--- src/hdl/tsec_defines.svh ---
// Register offsets, field layouts, reset values and counts of the two-stage event controller.
`ifndef TSEC_DEFINES_SVH
`define TSEC_DEFINES_SVH
`define TSEC_ADDR_W 12
`define TSEC_OFF_LATCH 12'h000
`define TSEC_OFF_MASK 12'h004
`define TSEC_OFF_PEND 12'h008
`define TSEC_OFF_PMASK 12'h00C
`define TSEC_OFF_PSTAT 12'h010
`define TSEC_OFF_PWAKE 12'h014
`define TSEC_OFF_GIE 12'h018
`define TSEC_OFF_ASSIGN0 12'h020
`define TSEC_OFF_ASSIGN1 12'h024
`define TSEC_OFF_ASSIGN2 12'h028
`define TSEC_OFF_ASSIGN3 12'h02C
`define TSEC_NUM_LEVELS 9
`define TSEC_LEVEL_BASE 7
`define TSEC_NO_LEVEL 4'h9
`define TSEC_FIELD_W 4
`define TSEC_ASSIGN_REGS 4
`define TSEC_RST_ASSIGN0 32'h2221_1000
`define TSEC_RST_ASSIGN1 32'h4333_3332
`define TSEC_RST_ASSIGN2 32'h5555_5444
`define TSEC_RST_ASSIGN3 32'h6665_5555
`define TSEC_RST_LEVELS 9'h000
`define TSEC_RST_WORD 32'h0000_0000
`define TSEC_RST_GIE 1'b0
`endif

--- src/hdl/tsec_pkg.sv ---
// Types shared by the two-stage event controller files.
`include "tsec_defines.svh"
package tsec_pkg;
  // Bus answer phase: one wait cycle, then the answer.
  typedef enum logic {
    TSEC_BUS_WAIT = 1'b0,
    TSEC_BUS_ANSWER = 1'b1
  } tsec_bus_t;

  // Whole state of the controller, registered in one place.
  typedef struct packed {
    tsec_bus_t bus;
    logic [31:0] prdata;
    logic pslverr;
    logic [`TSEC_NUM_LEVELS-1:0] latch;
    logic [`TSEC_NUM_LEVELS-1:0] mask;
    logic [`TSEC_NUM_LEVELS-1:0] pend;
    logic [`TSEC_NUM_LEVELS-1:0] pend_q;
    logic [`TSEC_NUM_LEVELS-1:0] lvl_q1;
    logic [`TSEC_NUM_LEVELS-1:0] lvl_q2;
    logic gie;
    logic [31:0] pmask;
    logic [31:0] pwake;
    logic [`TSEC_ASSIGN_REGS-1:0][31:0] assign_map;
    logic wake;
  } tsec_state_t;
endpackage

--- src/hdl/tsec_level_map.sv ---
// Routing of peripheral interrupt IDs onto the general-purpose core levels.
`timescale 1ns/100ps
`default_nettype none
`include "tsec_defines.svh"
module tsec_level_map #(
  parameter int NUM_IDS = 32
) (
  // Peripheral side.
  input wire logic [NUM_IDS-1:0] periph_irq,
  input wire logic [NUM_IDS-1:0] peripheral_irq_mask,
  // Level selected for each ID, one field per ID.
  input wire logic [NUM_IDS*`TSEC_FIELD_W-1:0] assign_map,
  // One request level per general-purpose core level.
  output logic [`TSEC_NUM_LEVELS-1:0] level_raw
);
  // Each level ORs every unmasked ID routed to it, so shared IDs merge here.
  for (genvar lv = 0; lv < `TSEC_NUM_LEVELS; lv++) begin : g_level
    logic [NUM_IDS-1:0] hit;
    for (genvar id = 0; id < NUM_IDS; id++) begin : g_id
      assign hit[id] = periph_irq[id] & peripheral_irq_mask[id] &
                       (assign_map[id*`TSEC_FIELD_W +: `TSEC_FIELD_W] ==
                        `TSEC_FIELD_W'(lv));
    end
    assign level_raw[lv] = |hit;
  end
endmodule
`default_nettype wire

--- src/hdl/tsec_top.sv ---
// Two-stage event controller: peripheral routing stage, core event stage, APB registers.
//
// How it works
// - Each peripheral ID routes to a general level; software may remap through assignments.
// - Default routing sends IDs 0-2,3-4,5-8,9-14,15-18,19-28,29-31 to levels 7..13.
// - Core stage holds 9-bit latch, mask and pending registers, read at bits 7 to 15, one bit per event.
// - Latch bit sets when an event is caught and clears when it is accepted.
// - Software writes reach a latch bit only while its core mask bit is clear.
// - A set core mask bit lets its event be serviced; clear blocks but keeps latch.
// - Core mask is readable and writable only in supervisor mode.
// - Set and clear global enable instructions gate all general levels, beside masks.
// - Pending marks every active or nested event; hardware writes it, supervisor reads.
// - Routing stage holds 32-bit peripheral mask, status and wake-enable registers.
// - A set peripheral mask bit passes the ID to the core; clear blocks it.
// - Peripheral status reads one while the peripheral asserts its request.
// - An enabled peripheral raising its request while core idles asks for wake-up.
// - Several sources on one level may pulse together, before or during service.
// - Routing stage takes a pending bit turning set as the level's acknowledgement.
// - A rising edge sets the level's latch bit; detection takes two clocks.
// - The latch bit clears in the same step that sets the pending bit.
// - After pending sets, the next rising edge on that level is queued again.
// - Edge to pending takes at least three clocks, more if the core waits.
// - Lower level number wins; a higher priority event nests over a lower one.
// - Nine general levels, numbered seven to fifteen, beside the dedicated events.
`timescale 1ns/100ps
`default_nettype none
`include "tsec_defines.svh"
module tsec_top #(
  parameter int NUM_IDS = 32
) (
  // Clock and reset.
  input wire logic sys_clk,
  input wire logic srst,
  // APB slave.
  input wire logic psel,
  input wire logic penable,
  input wire logic pwrite,
  input wire logic [`TSEC_ADDR_W-1:0] paddr,
  input wire logic [31:0] pwdata,
  output logic [31:0] prdata,
  output logic pready,
  output logic pslverr,
  // Peripheral requests.
  input wire logic [NUM_IDS-1:0] periph_irq,
  // Processor core side.
  input wire logic supervisor_mode,
  input wire logic core_idle,
  input wire logic set_global_enable_instr,
  input wire logic clear_global_enable_instr,
  input wire logic core_accept,
  input wire logic core_return,
  output logic core_event_req,
  output logic [3:0] core_event_level,
  output logic [31:0] core_event_pending,
  output logic [`TSEC_NUM_LEVELS-1:0] level_ack,
  output logic wake_request
);
  // The registers are 32 bits, so no more than 32 IDs can be served.
  if (NUM_IDS < 1 || NUM_IDS > 32) begin : g_bad_ids
    $error("tsec_top: NUM_IDS must lie between 1 and 32");
  end

  tsec_pkg::tsec_state_t st;
  tsec_pkg::tsec_state_t next_st;
  logic [31:0] irq32;
  logic [`TSEC_NUM_LEVELS-1:0] level_raw;
  logic [`TSEC_NUM_LEVELS-1:0] rise;
  logic [`TSEC_NUM_LEVELS-1:0] armed;
  logic [3:0] cand;
  logic [3:0] top;
  logic acc_phase;
  logic wr_ok;
  logic [`TSEC_NUM_LEVELS-1:0] wlev;

  // Lowest-numbered set bit, i.e. the highest priority level, or none.
  function automatic logic [3:0] first_set(input logic [`TSEC_NUM_LEVELS-1:0] v);
    logic [3:0] idx;
    idx = `TSEC_NO_LEVEL;
    for (int i = `TSEC_NUM_LEVELS - 1; i >= 0; i--) begin
      if (v[i]) begin
        idx = 4'(i);
      end
    end
    return idx;
  endfunction

  // Peripheral requests widened to the register width; missing IDs read zero.
  assign irq32 = 32'(periph_irq);

  tsec_level_map #(
    .NUM_IDS(32)
  ) u_map (
    .periph_irq(irq32),
    .peripheral_irq_mask(st.pmask),
    .assign_map(st.assign_map),
    .level_raw(level_raw)
  );

  // Edge detect over two registered stages of the level inputs.
  assign rise = st.lvl_q1 & ~st.lvl_q2;
  // Only unmasked, latched levels under the global enable compete.
  assign armed = st.gie ? (st.latch & st.mask) : '0;
  assign cand = first_set(armed);
  assign top = first_set(st.pend);
  // A candidate must outrank everything already active so that it nests over it.
  assign core_event_req = (cand != `TSEC_NO_LEVEL) && (cand < top);
  assign core_event_level = 4'(cand + 4'(`TSEC_LEVEL_BASE));
  // Pending sits at bit positions seven through fifteen of the core word.
  assign core_event_pending = 32'({st.pend, 7'h00});
  // A pending bit turning set is the acknowledgement seen by the routing stage.
  assign level_ack = st.pend & ~st.pend_q;
  assign wake_request = st.wake;

  // APB answers after one wait cycle, so read data always comes from flops.
  assign acc_phase = psel & penable;
  assign pready = acc_phase & (st.bus == tsec_pkg::TSEC_BUS_ANSWER);
  assign prdata = st.prdata;
  assign pslverr = pready & st.pslverr;
  assign wr_ok = pready & pwrite & ~st.pslverr;
  assign wlev = pwdata[`TSEC_LEVEL_BASE +: `TSEC_NUM_LEVELS];

  // Next-state logic for bus, routing stage and core stage.
  always_comb begin
    next_st = st;
    next_st.pend_q = st.pend;
    next_st.lvl_q1 = level_raw;
    next_st.lvl_q2 = st.lvl_q1;
    next_st.wake = core_idle & (|(irq32 & st.pwake));

    // Bus phase: decode and capture read data in the wait cycle.
    if (acc_phase && st.bus == tsec_pkg::TSEC_BUS_WAIT) begin
      next_st.bus = tsec_pkg::TSEC_BUS_ANSWER;
      next_st.prdata = '0;
      next_st.pslverr = 1'b0;
      case (paddr)
        `TSEC_OFF_LATCH, `TSEC_OFF_MASK, `TSEC_OFF_PEND: begin
          // Core registers are hidden outside supervisor mode.
          if (!supervisor_mode) begin
            next_st.pslverr = 1'b1;
          end else if (paddr == `TSEC_OFF_LATCH) begin
            next_st.prdata = core_latch_word(st.latch);
          end else if (paddr == `TSEC_OFF_MASK) begin
            next_st.prdata = core_latch_word(st.mask);
          end else begin
            next_st.prdata = core_event_pending;
            next_st.pslverr = pwrite;
          end
        end
        `TSEC_OFF_PMASK: begin
          next_st.prdata = st.pmask;
        end
        `TSEC_OFF_PSTAT: begin
          next_st.prdata = irq32;
          next_st.pslverr = pwrite;
        end
        `TSEC_OFF_PWAKE: begin
          next_st.prdata = st.pwake;
        end
        `TSEC_OFF_GIE: begin
          next_st.prdata = 32'(st.gie);
          next_st.pslverr = pwrite;
        end
        `TSEC_OFF_ASSIGN0: begin
          next_st.prdata = st.assign_map[0];
        end
        `TSEC_OFF_ASSIGN1: begin
          next_st.prdata = st.assign_map[1];
        end
        `TSEC_OFF_ASSIGN2: begin
          next_st.prdata = st.assign_map[2];
        end
        `TSEC_OFF_ASSIGN3: begin
          next_st.prdata = st.assign_map[3];
        end
        default: begin
          next_st.pslverr = 1'b1;
        end
      endcase
    end else if (!acc_phase) begin
      next_st.bus = tsec_pkg::TSEC_BUS_WAIT;
    end else if (pready) begin
      next_st.bus = tsec_pkg::TSEC_BUS_WAIT;
    end

    // Register writes land only at the answering edge.
    if (wr_ok) begin
      case (paddr)
        `TSEC_OFF_LATCH: begin
          // Bits whose mask is set keep their value; the rest take the write.
          next_st.latch = (st.latch & st.mask) | (wlev & ~st.mask);
        end
        `TSEC_OFF_MASK: begin
          next_st.mask = wlev;
        end
        `TSEC_OFF_PMASK: begin
          next_st.pmask = pwdata;
        end
        `TSEC_OFF_PWAKE: begin
          next_st.pwake = pwdata;
        end
        `TSEC_OFF_ASSIGN0: begin
          next_st.assign_map[0] = pwdata;
        end
        `TSEC_OFF_ASSIGN1: begin
          next_st.assign_map[1] = pwdata;
        end
        `TSEC_OFF_ASSIGN2: begin
          next_st.assign_map[2] = pwdata;
        end
        `TSEC_OFF_ASSIGN3: begin
          next_st.assign_map[3] = pwdata;
        end
        default: begin
          next_st.pmask = next_st.pmask;
        end
      endcase
    end

    // Global enable follows the two instructions; set wins when both arrive.
    if (set_global_enable_instr) begin
      next_st.gie = 1'b1;
    end else if (clear_global_enable_instr) begin
      next_st.gie = 1'b0;
    end

    // Returning from service retires the innermost active level.
    if (core_return && top != `TSEC_NO_LEVEL) begin
      next_st.pend[top] = 1'b0;
    end

    // Acceptance moves the event from latch to pending in one step.
    if (core_accept && core_event_req) begin
      next_st.pend[cand] = 1'b1;
      next_st.latch[cand] = 1'b0;
    end

    // A new edge sets the latch last, so it survives a same-cycle clear.
    next_st.latch = next_st.latch | rise;
  end

  // Places a level vector at bit positions seven to fifteen.
  function automatic logic [31:0] core_latch_word(input logic [`TSEC_NUM_LEVELS-1:0] v);
    return 32'({v, 7'h00});
  endfunction

  // State register with synchronous reset.
  always_ff @(posedge sys_clk) begin
    if (srst) begin
      st.bus <= tsec_pkg::TSEC_BUS_WAIT;
      st.prdata <= `TSEC_RST_WORD;
      st.pslverr <= 1'b0;
      st.latch <= `TSEC_RST_LEVELS;
      st.mask <= `TSEC_RST_LEVELS;
      st.pend <= `TSEC_RST_LEVELS;
      st.pend_q <= `TSEC_RST_LEVELS;
      st.lvl_q1 <= `TSEC_RST_LEVELS;
      st.lvl_q2 <= `TSEC_RST_LEVELS;
      st.gie <= `TSEC_RST_GIE;
      st.pmask <= `TSEC_RST_WORD;
      st.pwake <= `TSEC_RST_WORD;
      st.assign_map[0] <= `TSEC_RST_ASSIGN0;
      st.assign_map[1] <= `TSEC_RST_ASSIGN1;
      st.assign_map[2] <= `TSEC_RST_ASSIGN2;
      st.assign_map[3] <= `TSEC_RST_ASSIGN3;
      st.wake <= 1'b0;
    end else begin
      st <= next_st;
    end
  end
endmodule
`default_nettype wire

--- config.mk ---
export PLATFORM = sky130hd
export DESIGN_NAME = tsec_top
export DESIGN_NICKNAME = d
export VERILOG_FILES = /design/src/hdl/tsec_pkg.sv /design/src/hdl/tsec_level_map.sv /design/src/hdl/tsec_top.sv
export VERILOG_INCLUDE_DIRS = /design/src /design/src/hdl
export SDC_FILE = /design/constraint.sdc
export NUM_CORES = 1
export LEC_CHECK = 0
export BUFFER_PORTS_ARGS = -buffer_cell sky130_fd_sc_hd__buf_2
export CORE_MARGIN = 2
export CORE_UTILIZATION = 40
export DETAILED_ROUTE_END_ITERATION = 6
export PLACE_DENSITY = 0.64
export SKIP_CTS_REPAIR_TIMING = 1
export SLEW_MARGIN = 20
export SYNTH_ARGS = -nofsm -noshare
export SYNTH_HDL_FRONTEND = slang
export SYNTH_HIERARCHICAL = 1
export SYNTH_SLANG_ARGS = --single-unit
--- constraint.sdc ---
create_clock -name sys_clk -period 4.8 [get_ports sys_clk]
set_clock_uncertainty 0.05 [all_clocks]
set_input_delay 0 -clock sys_clk [delete_from_list [all_inputs] [get_ports sys_clk]]
set_output_delay 0 -clock sys_clk [all_outputs]
set_load 0.01 [all_outputs]
Word-level counts from Yosys, hierarchy flattened
Cells that the tools add are included.
- output and inout bits: 81
- register bits: 282
- input port bits: 87
- eq/ne operators: 269
- add/subtract/negate cells: 1
- reductions and logical operators: 60
- bitwise gates (word level): 343
- multiplexer cells: 42
- magnitude comparators: 5
- operator list (cell ; number):
    equality test 4 x 3 -> 1 bit (second input constant) ; 128
    bitwise AND 1 bit ; 326
    OR reduction 32 bit ; 10
    one-hot mux 32 bit (9 select lines) ; 1
    equality test 4 x 2 -> 1 bit (second input constant) ; 64
    equality test 4 x 1 -> 1 bit (second input constant) ; 32
    equality test 4 bit (second input constant) ; 32
    zero test 4 bit ; 32
    2-to-1 mux 4 bit ; 16
    bitwise AND 9 bit ; 6
    2-to-1 mux 9 bit ; 6
    equality test 12 x 6 -> 1 bit (second input constant) ; 4
    2-to-1 mux 16 bit ; 3
    inverter 9 bit ; 5
    equality test 12 x 5 -> 1 bit (second input constant) ; 3
    bitwise AND 32 bit ; 1
    OR 9 bit ; 3
    equality test 12 x 4 -> 1 bit (second input constant) ; 2
    2-to-1 mux 18 bit ; 1
    AND reduction 2 bit ; 7
    equality test 12 x 3 -> 1 bit (second input constant) ; 1
    zero test 12 bit ; 1
    2-to-1 mux 1 bit ; 12
    less-than comparator 4 x 5 -> 1 bit (second input constant) ; 2
    13 further kinds ; 22

Longest topological paths before layout
Gate-level depths: netlist of run 1.
- word-level depth: 19
- depth in mapped cells: 13
- gate-level depth less buffers: 12

Cells and area by module
The synthesis of run 1 kept the hierarchy.
- by module, submodules not included (module ; cells each ; sequential area each (sq um) ; times used ; area an instance (sq um)):
    tsec_top ; 1584 ; 5645.4 ; 1 ; 12918.6
    tsec_level_map ; 480 ; 0.0 ; 1 ; 3199.3

Worst setup path before layout of run 1
Ideal clock, no wire load.
- path kind: reg-to-reg
- start: register st[241] in the netlist's numbering
- end: register st, in the netlist core_event_pending[14]
- arrival: 2.532 ns
- stages on the path, launching flop included: 12
- data required time: 4.658 ns
- path buffers: 1
- slack: 2.126 ns
- cell sequence: dfxtp_1 > and2_1 > o21ai_1 > a21boi_2 > nor2b_1 > ha_1 > a21oi_1 > and2_1 > clkbuf_1 > nand2_1 > or2_2 > o32ai_1
- longest elaborated chain between the ends: 11
- elaborated cells on any way between the ends: 16
- RTL lines (item ; RTL line ; RTL):
    from (decl) ; tsec_top.sv:63 ; tsec_pkg::tsec_state_t st;
    from (signal assigned) ; tsec_top.sv:267 ; st <= next_st;
    bitwise AND 9 bit * ; tsec_top.sv:102 ; assign armed = st.gie ? (st.latch & st.mask) : '0;
    2-to-1 mux 9 bit * ; tsec_top.sv:102 ;
    2-to-1 mux 4 bit * (3 in series) ; tsec_top.sv:80 ; if (v[i]) begin
    less-than comparator 4 x 5 -> 1 bit (not written as such) or >= comparator 4 x 1 -> 1 bit (tied branches) ; tsec_top.sv:233 ; next_st.pend[cand] = 1'b1;
    logical AND 1 bit (not written as such) ; tsec_top.sv:233 ;
    2-to-1 mux 1 bit (not written as such) ; tsec_top.sv:233 ;
    demux 1 bit (select 4 bit) ; tsec_top.sv:233 ;
    OR 9 bit (no source line) ; -- ;
    2-to-1 mux 9 bit * ; tsec_top.sv:232 ; if (core_accept && core_event_req) begin
Mark *: on every way between the ends. The rest lies on a longest branch, timed or not.
A chain may end at the register's enable or synchronous reset.

Worst setup path in the final report of run 1
- start: register st[242] in the netlist's numbering
- end: register st, in the netlist core_event_pending[15]
- longest elaborated chain between the ends: 12
- elaborated cells on any way between the ends: 17
- RTL lines (item ; RTL line):
    bitwise AND 9 bit * ; tsec_top.sv:102
    2-to-1 mux 9 bit * ; tsec_top.sv:102
    2-to-1 mux 4 bit * (4 in series) ; tsec_top.sv:80
    less-than comparator 4 x 5 -> 1 bit (not written as such) or >= comparator 4 x 1 -> 1 bit (tied branches) ; tsec_top.sv:233
    logical AND 1 bit (not written as such) ; tsec_top.sv:233
    2-to-1 mux 1 bit (not written as such) ; tsec_top.sv:233
    demux 1 bit (select 4 bit) ; tsec_top.sv:233
    OR 9 bit (no source line) ; --
    2-to-1 mux 9 bit * ; tsec_top.sv:232
Marked as above.

==> results of run 1 <==
worst register-to-register path: cells and delay by family, from the launching register on:
family	cells	cell delay, ns
DFF	1	0.32
adders and majority gates	1	0.33
AOI/OAI and AO/OA	4	1.01
and+or+nand+nor	5	1.57
worst min-delay path by stage:
stage	to	cells after the start	start	slack, ns
floorplan	st[193]$_SDFFE_PP0P_	2	set_global_enable_instr	0.07
global placement	st[193]$_SDFFE_PP0P_	3	set_global_enable_instr	0.19
detailed placement	st[193]$_SDFFE_PP0P_	3	set_global_enable_instr	0.18
CTS	st[193]$_SDFFE_PP0P_	3	set_global_enable_instr	-0.39
global route	prdata[11]$_SDFFE_PP0P_	5	paddr[10]	0.01
finish	st[281]$_SDFFE_PP0P_	3	psel	-0.04
sequential cells by signal (all words and copies together) (netlist names):
signal,count
core_event_pending,9
st,231
next_st,9
wake_request,1
prdata,32
per-stage QoR:
stage               power (mW)  instance area (sq um)
floorplan                2.527                  16200
global placement         2.670                  16830
detailed placement       2.671                  16830
CTS                      5.375                  17990
global route             5.527                  18550
finish                   5.408                  18560
layout by cell type (no fill, tap or decap), drive strengths merged, types with 44 or more instances in the layout:
cell,instances
a21oi,165
o21ai,48
a22oi,44
nand3b,52
buf,172
dfxtp,282
dlygate4sd3,54
nor3,81
nor2,55
nand2,498
o22ai,64
nand2b,52
nand4b,44
layer usage:
metal / part of all wire / GRT usage / up-vias
met5: 0.00012 / 0 / -
met2: 0.43 / 0.6075 / 1324
met3: 0.11 / 0.09211 / 360
met1: 0.38 / 0.5022 / 8461
li1: - / - / 7709
met4: 0.083 / 0.2862 / 2
power breakdown:
part / leakage (nW) / total [mW] / switching (mW) / internal (mW)
Sequential: 2.27 / 2.34 / 0.00243 / 2.34
Combinational: 3.66 / 0.324 / 0.228 / 0.0965
Clock: 0.567 / 2.74 / 1.15 / 1.59
final cells by class:
cell class,count,area (sq um),area share
multi-input cells,1599,9528,0.5135
flip-flops and latches,282,5645,0.3042
repair buffers,226,1481,0.07983
clock inverters,17,242.7,0.01308
diodes,2,5.005,0.0002697
well taps,525,656.9,0.03540
inverters,22,82.58,0.004450
clock buffers,43,914.6,0.04929
kinds of logic (layout without fill, tap and decap cells):
family / Yosys count / count (layout) / synth area share
adder cells (fa/ha/maj): 7 / 7 / 0.005434
AND/OR/NAND/NOR: 1035 / 1035 / 0.3399
AO/OA/AOI/OAI: 485 / 485 / 0.2000
multiplexers: 48 / 48 / 0.03765
buffers and inverters: 205 / 308 / 0.06591
flip-flops: 282 / 282 / 0.3503
XOR/XNOR: 1 / 1 / 0.0005435
other: 1 / 25 / 0.0002327
==> summary.md, run 1 <==
| Metric | Value |
|---|---|
| Status | `finished with violations` |
| Violated checks | `DRC, hold timing` |
| RSZ-0062 raised after global routing | `no` |
| Hold crit path type | `primary input to flop` |
| Max Transition Viols Final | `0` |
| Final net count | `2259` |
| Final WS setup | `1.465 ns` |
| Slew @ Worst Pin | `1.115 ns` |
| Vias/cell | `6.574` |
| Total gr overflow | `0` |
| GRT Overall Usage | `0.4015` |
| Routed Antenna Nets | `0` |
| Starting density of the core | `0.4057` |
| Hold slack | `-0.04388 ns` |
| Worst r2r dst | `core_event_pending[15]$_SDFF_PP0_` |
| Worst-case clock buffer depth | `3` |
| Crit end category | `flop` |
| Final std cells w/o fill | `2716` |
| DR iter-0 viols | `2467` |
| Core area | `roughly 40000 sq um` |
| Placed insts | `2599` |
| Via count | `roughly 18000` |
| Post-synth EDFFs | `0` |
| # DRC | `13` |
| Final Hold Fails | `2` |
| Final number of setup-violating endpoints | `0` |
| Synth cell count leaders | `497 x nand2_1, 282 x dfxtp_1, 165 x a21oi_1, 81 x clkbuf_1, 80 x nor3_1` |
| Detailed Routing Iterations Pass 1 | `7` |
| Place WS | `approximately 1.2 ns` |
| PD cells | `291.4 nW/um^2` |
| Die width | `just over 200 microns` |
| Final wirelength | `85810 microns` |
| Port buffer count | `between 100 and 150` |
| Fmax | `0.2999 GHz` |
| Initial antenna violation count | `3` |
| Clock Latency Late Sink | `0.58 ns` |
| Crit-path slowest cell | `a21boi_2` |
| Root Buffer | `clkbuf_16` |
| Seq cells post-synth | `~280` |
| Top Family by Delay on Critical Path | `simple AND/OR/NAND/NOR gates` |
| Worst stage delay on the critical path | `between 0.4 and 0.5 ns` |
| Crit path max fanout | `10` |
| Io pins | `~170` |
| CTS sink count | `282` |
| Synth cell types | `90` |
| Worst r2r src | `st[242]$_SDFF_PP0_` |
| Top cell by count, worst path | `and2_1` |
| Vias in the first global route | `about 16000` |
| Die ar. | `approximately 42000 sq um` |
| CTS tree | `yes` |
| Post-synth top flop | `dfxtp_1` |
| Layout cell share with drive strength beyond 1 | `0.1334` |
| Critical Path RT | `roughly 5.3 ns` |
| Final GP Congestion | `1.034` |
| Core Util, Final | `0.4670` |
| Max capacitance violation total | `0` |
| Area delta synth->final | `15.13%` |
| Routed len/inst | `31.59 microns` |
| Seq/Total Area, Yosys | `0.3503` |
| DP HPWL | `64380 microns` |
| P_leak | `6.497 nW` |
| Main area contributors after synthesis | `dfxtp_1 35%, nand2_1 12%, a21oi_1 5.1%` |
| CTS clk-pin slew, worst paths | `around 0.06 ns` |
| Num CTS Buffers | `34` |
| Global-route wire length before repair | `119800 microns` |
| CP arrival | `3.80 ns` |
| WP depth | `10` |
| Min Tclk post-route | `3.335 ns` |
| Syn. warnings | `6` |
| Largest net degree at the start of global routing | `95` |
| Worst slew margin | `0.2539` |
| Asr flop ratio synth | `0` |
| Worst Setup EP | `core_event_pending[15]$_SDFF_PP0_` |
| Area leader, netlist | `dfxtp_1` |
| Buf+Inv Stages, Crit Path | `0` |
| Htree depth | `2` |
| Row count | `73` |
| R2R depth | `10` |
| Period utilization | `0.6947` |
| WS Path Type | `flop to flop` |
| Peak VDD IR | `approximately 0.28 mV` |
| Post-synthesis instance total | `about 2100` |
| Share of the synthesized area in the top cell type | `0.3503` |
| CP cell instances | `and2_1 > o21ai_1 > a21boi_2 > nor2b_1 > ha_1 > a21oi_1 > and2_1 > nand2_1 > nor4b_1 > a22o_1` |
| Critical Path Source Type | `flop` |
| Top-count cell post-synth | `nand2_1` |
| Die H | `around 200 microns` |
| Synthesized area per cell | `7.809 sq um` |
| R2r setup slk | `1.47 ns` |
| Area of the mapped netlist | `16120 sq um` |
| # fillers | `3944` |
| Launch point of the worst path | `st[242]$_SDFF_PP0_` |
| Setup_tns | `0 ns` |
Note: power is estimated with default switching activity, not from simulation.
==> run 2, diff against run 1 <==
clock period = 3.2 ns   (was 4.8 ns; I/O delays follow)
==> run 2 against run 1 <==
  * The flow finishes with violations (hold timing)
  * First-iteration DRC count grew 10%
  * Die area unchanged
  * Clock-buffer cell count grew 3
  * Power rose by 43%
  * Final area is 1.9% higher
  * Register-to-register slack got worse by 1.2 ns
  * Hold slack got worse by 0.020 ns
  * Final cell count rose by 2.0%
  * Utilization up 0.88 points
  * Critical endpoint is now core_event_req
  * Largest cell class unchanged
==> summary.md, run 2 (synthesis results as in run 1) <==
| Metric | Value |
|---|---|
| Worst r2r src | `st[143]$_SDFFE_PP0P_ (was st[242]$_SDFF_PP0_)` |
| Core area | `39730 sq um (unchanged)` |
| Critical Path Source Type | `flop (unchanged)` |
| Buf+Inv Stages, Crit Path | `1 (was 0)` |
| Setup_tns | `0 ns (unchanged)` |
| Most common cell after layout, fill and taps aside | `nand2_1 (unchanged)` |
| GRT Overall Usage | `0.4033 (was 0.4015)` |
| Status | `finished with violations (unchanged)` |
| Combinational Power Share | `0.064 (was 0.060)` |
| Switching power share of the total | `0.2512 (was 0.2547)` |
| Starting density of the core | `0.4057 (unchanged)` |
| Row count | `73 (unchanged)` |
| Most flops, register | `st (unchanged)` |
| Number of flip-flops in the largest register | `231 (unchanged)` |
| Vias in the first global route | `16770 (was 16450)` |
| DR iter-0 viols | `2725 (was 2467)` |
| CP arrival | `2.91 ns (was 3.80 ns)` |
| Htree depth | `1 (was 2)` |
| RSZ-0062 raised after global routing | `no (unchanged)` |
| Final GP Congestion | `1.132 (was 1.034)` |
| Place WS | `0.5108 ns (was 1.219 ns)` |
| Final Hold Fails | `1 (was 2)` |
| P_leak | `6.724 nW (was 6.497 nW)` |
| Die width | `204.7 microns (unchanged)` |
| Max capacitance violation total | `0 (unchanged)` |
| Crit-path slowest cell | `dfxtp_1 (was a21boi_2)` |
| R2r setup slk | `0.28 ns (was 1.47 ns)` |
| Period utilization | `0.9243` |
| DP HPWL | `64550 microns (was 64380 microns)` |
| CTS sink count | `282 (unchanged)` |
| Slew @ Worst Pin | `1.258 ns (was 1.115 ns)` |
| Worst-case clock buffer depth | `3 (unchanged)` |
| Worst slew margin | `0.1394 (was 0.2539)` |
| Worst Setup EP | `core_event_req (was core_event_pending[15]$_SDFF_PP0_)` |
| Crit end category | `output pin (was flop)` |
| Via count | `18300 (was 17860)` |
| Port buffer count | `144 (unchanged)` |
| Clock power share | `0.481 (was 0.507)` |
| Crit path max fanout | `11 (was 10)` |
| NetSw | `1.940 mW (was 1.377 mW)` |
| Root Buffer | `clkbuf_16 (unchanged)` |
| Clock Latency Late Sink | `0.61 ns (was 0.58 ns)` |
| Initial antenna violation count | `4 (was 3)` |
| WS Path Type | `flop to output pin (was flop to flop)` |
| Final WS setup | `0.2423 ns (was 1.465 ns)` |
| Die ar. | `41920 sq um (unchanged)` |
| Most frequent cells in the layout | `497 x nand2_1, 282 x dfxtp_1, 165 x a21oi_1 (was 495 x nand2_1, 282 x dfxtp_1, 165 x a21oi_1)` |
| Launch point of the worst path | `core_event_pending[9]$_SDFF_PP0_ (was st[242]$_SDFF_PP0_)` |
| Min Tclk post-route | `2.958 ns` |
| Violated checks | `hold timing (was DRC, hold timing)` |
| Hold slack | `-0.06388 ns (was -0.04388 ns)` |
| Final wirelength | `86520 microns (was 85810 microns)` |
| Io pins | `168 (unchanged)` |
| Sequential Power Share | `0.455 (was 0.433)` |
| CTS clk-pin slew, worst paths | `0.07 ns (was 0.06 ns)` |
| Final std cells w/o fill | `2769 (was 2716)` |
| Power Internal | `5.785 mW (was 4.031 mW)` |
| Routed Antenna Nets | `0 (unchanged)` |
| Placed insts | `2649 (was 2599)` |
| Num CTS Buffers | `31 (was 34)` |
| Global-route wire length before repair | `122200 microns (was 119800 microns)` |
| Vias/cell | `6.608 (was 6.574)` |
| CP cell instances | `nor2_1 > o31ai_1 > nand2_1 > ha_1 > o31ai_2 > and3_1 > buf_2 (was and2_1 > o21ai_1 > a21boi_2 > nor2b_1 > ha_1 > a21oi_1 > and2_1 > nand2_1 > nor4b_1 > a22o_1)` |
| WP depth | `7 (was 10)` |
| R2R depth | `6 (was 10)` |
| Detailed Routing Iterations Pass 1 | `7 (unchanged)` |
| Max Transition Viols Final | `0 (unchanged)` |
| Area delta synth->final | `17.31% (was 15.13%)` |
| Die H | `204.7 microns (unchanged)` |
| Final number of setup-violating endpoints | `0 (unchanged)` |
| Peak VDD IR | `0.4404 mV (was 0.2769 mV)` |
| CTS tree | `yes (unchanged)` |
| Top Registers | `st: 231 flops, prdata: 32 flops (unchanged)` |
| # DRC | `0 (was 13)` |
| Worst r2r dst | `wake_request$_SDFF_PP0_ (was core_event_pending[15]$_SDFF_PP0_)` |
| Critical Path RT | `3.15 ns (was 5.26 ns)` |
| Routed len/inst | `31.25 microns (was 31.59 microns)` |
| Hold crit path type | `primary input to flop (unchanged)` |
| Fmax | `0.3381 GHz` |
| Top Family by Delay on Critical Path | `compound AO/OA/AOI/OAI gates (was simple AND/OR/NAND/NOR gates)` |
| Layout cell share with drive strength beyond 1 | `0.1508 (was 0.1334)` |
| Largest net degree at the start of global routing | `105 (was 95)` |
| Worst stage delay on the critical path | `0.62 ns (was 0.47 ns)` |
| Total gr overflow | `0 (unchanged)` |
| Final net count | `2313 (was 2259)` |
| PD cells | `408.5 nW/um^2 (was 291.4 nW/um^2)` |
[run 2: worst register-to-register path: cells and delay by family, from the launching register on]
family                 cells  cell delay [ns]
and+or+nand+nor            3             0.99
AOI/OAI and AO/OA          2             0.81
buffers and inverters      1             0.58
DFF                        1             0.38
[run 2: cell type report]
class,instances,area [sq um]
Multi-Input combinational cell,1599,9522
Sequential cell,282,5645
Antenna cell,2,5.005
Tap cell,525,656.9
Clock inverter,10,103.9
Clock buffer,46,942.2
Fill cell,3973,20820
Timing Repair Buffer,283,1951
Inverter,22,82.58
[run 2: stage by stage]
step                        util  total power [mW]  instance area, sq um
final                     0.4759             7.725                 18910
after global routing      0.4758             7.888                 18900
after CTS                 0.4600             7.662                 18280
after detailed placement  0.4337             4.007                 17230
after global placement    0.4335             4.004                 17220
after floorplan                -             3.790                 16200
[run 2: worst min path at each step]
stage | start | slack (ns) | depth (start not counted) | to
global route | paddr[0] | 0.02 | 4 | prdata[0]$_SDFFE_PP0P_
floorplan | set_global_enable_instr | 0.07 | 2 | st[193]$_SDFFE_PP0P_
detailed placement | set_global_enable_instr | 0.18 | 3 | st[193]$_SDFFE_PP0P_
CTS | set_global_enable_instr | -0.45 | 3 | st[193]$_SDFFE_PP0P_
global placement | set_global_enable_instr | 0.18 | 3 | st[193]$_SDFFE_PP0P_
finish | paddr[0] | -0.06 | 4 | prdata[0]$_SDFFE_PP0P_
[run 2: routing by layer]
metal,wire [microns],share of wire,GRT usage
met5,14,0.00016,0
met2,36110,0.42,0.6010
met4,7797,0.090,0.2976
met1,32400,0.37,0.5080
met3,10200,0.12,0.09243
[run 2: power by group through the flow]
stage	clock, mW	sequential (mW)	combinational [mW]
final	3.71	3.51	0.497
after global routing	3.87	3.51	0.505
after CTS	3.73	3.51	0.416
after detailed placement	0	3.59	0.415
after global placement	0	3.59	0.412
after floorplan	0	3.59	0.199
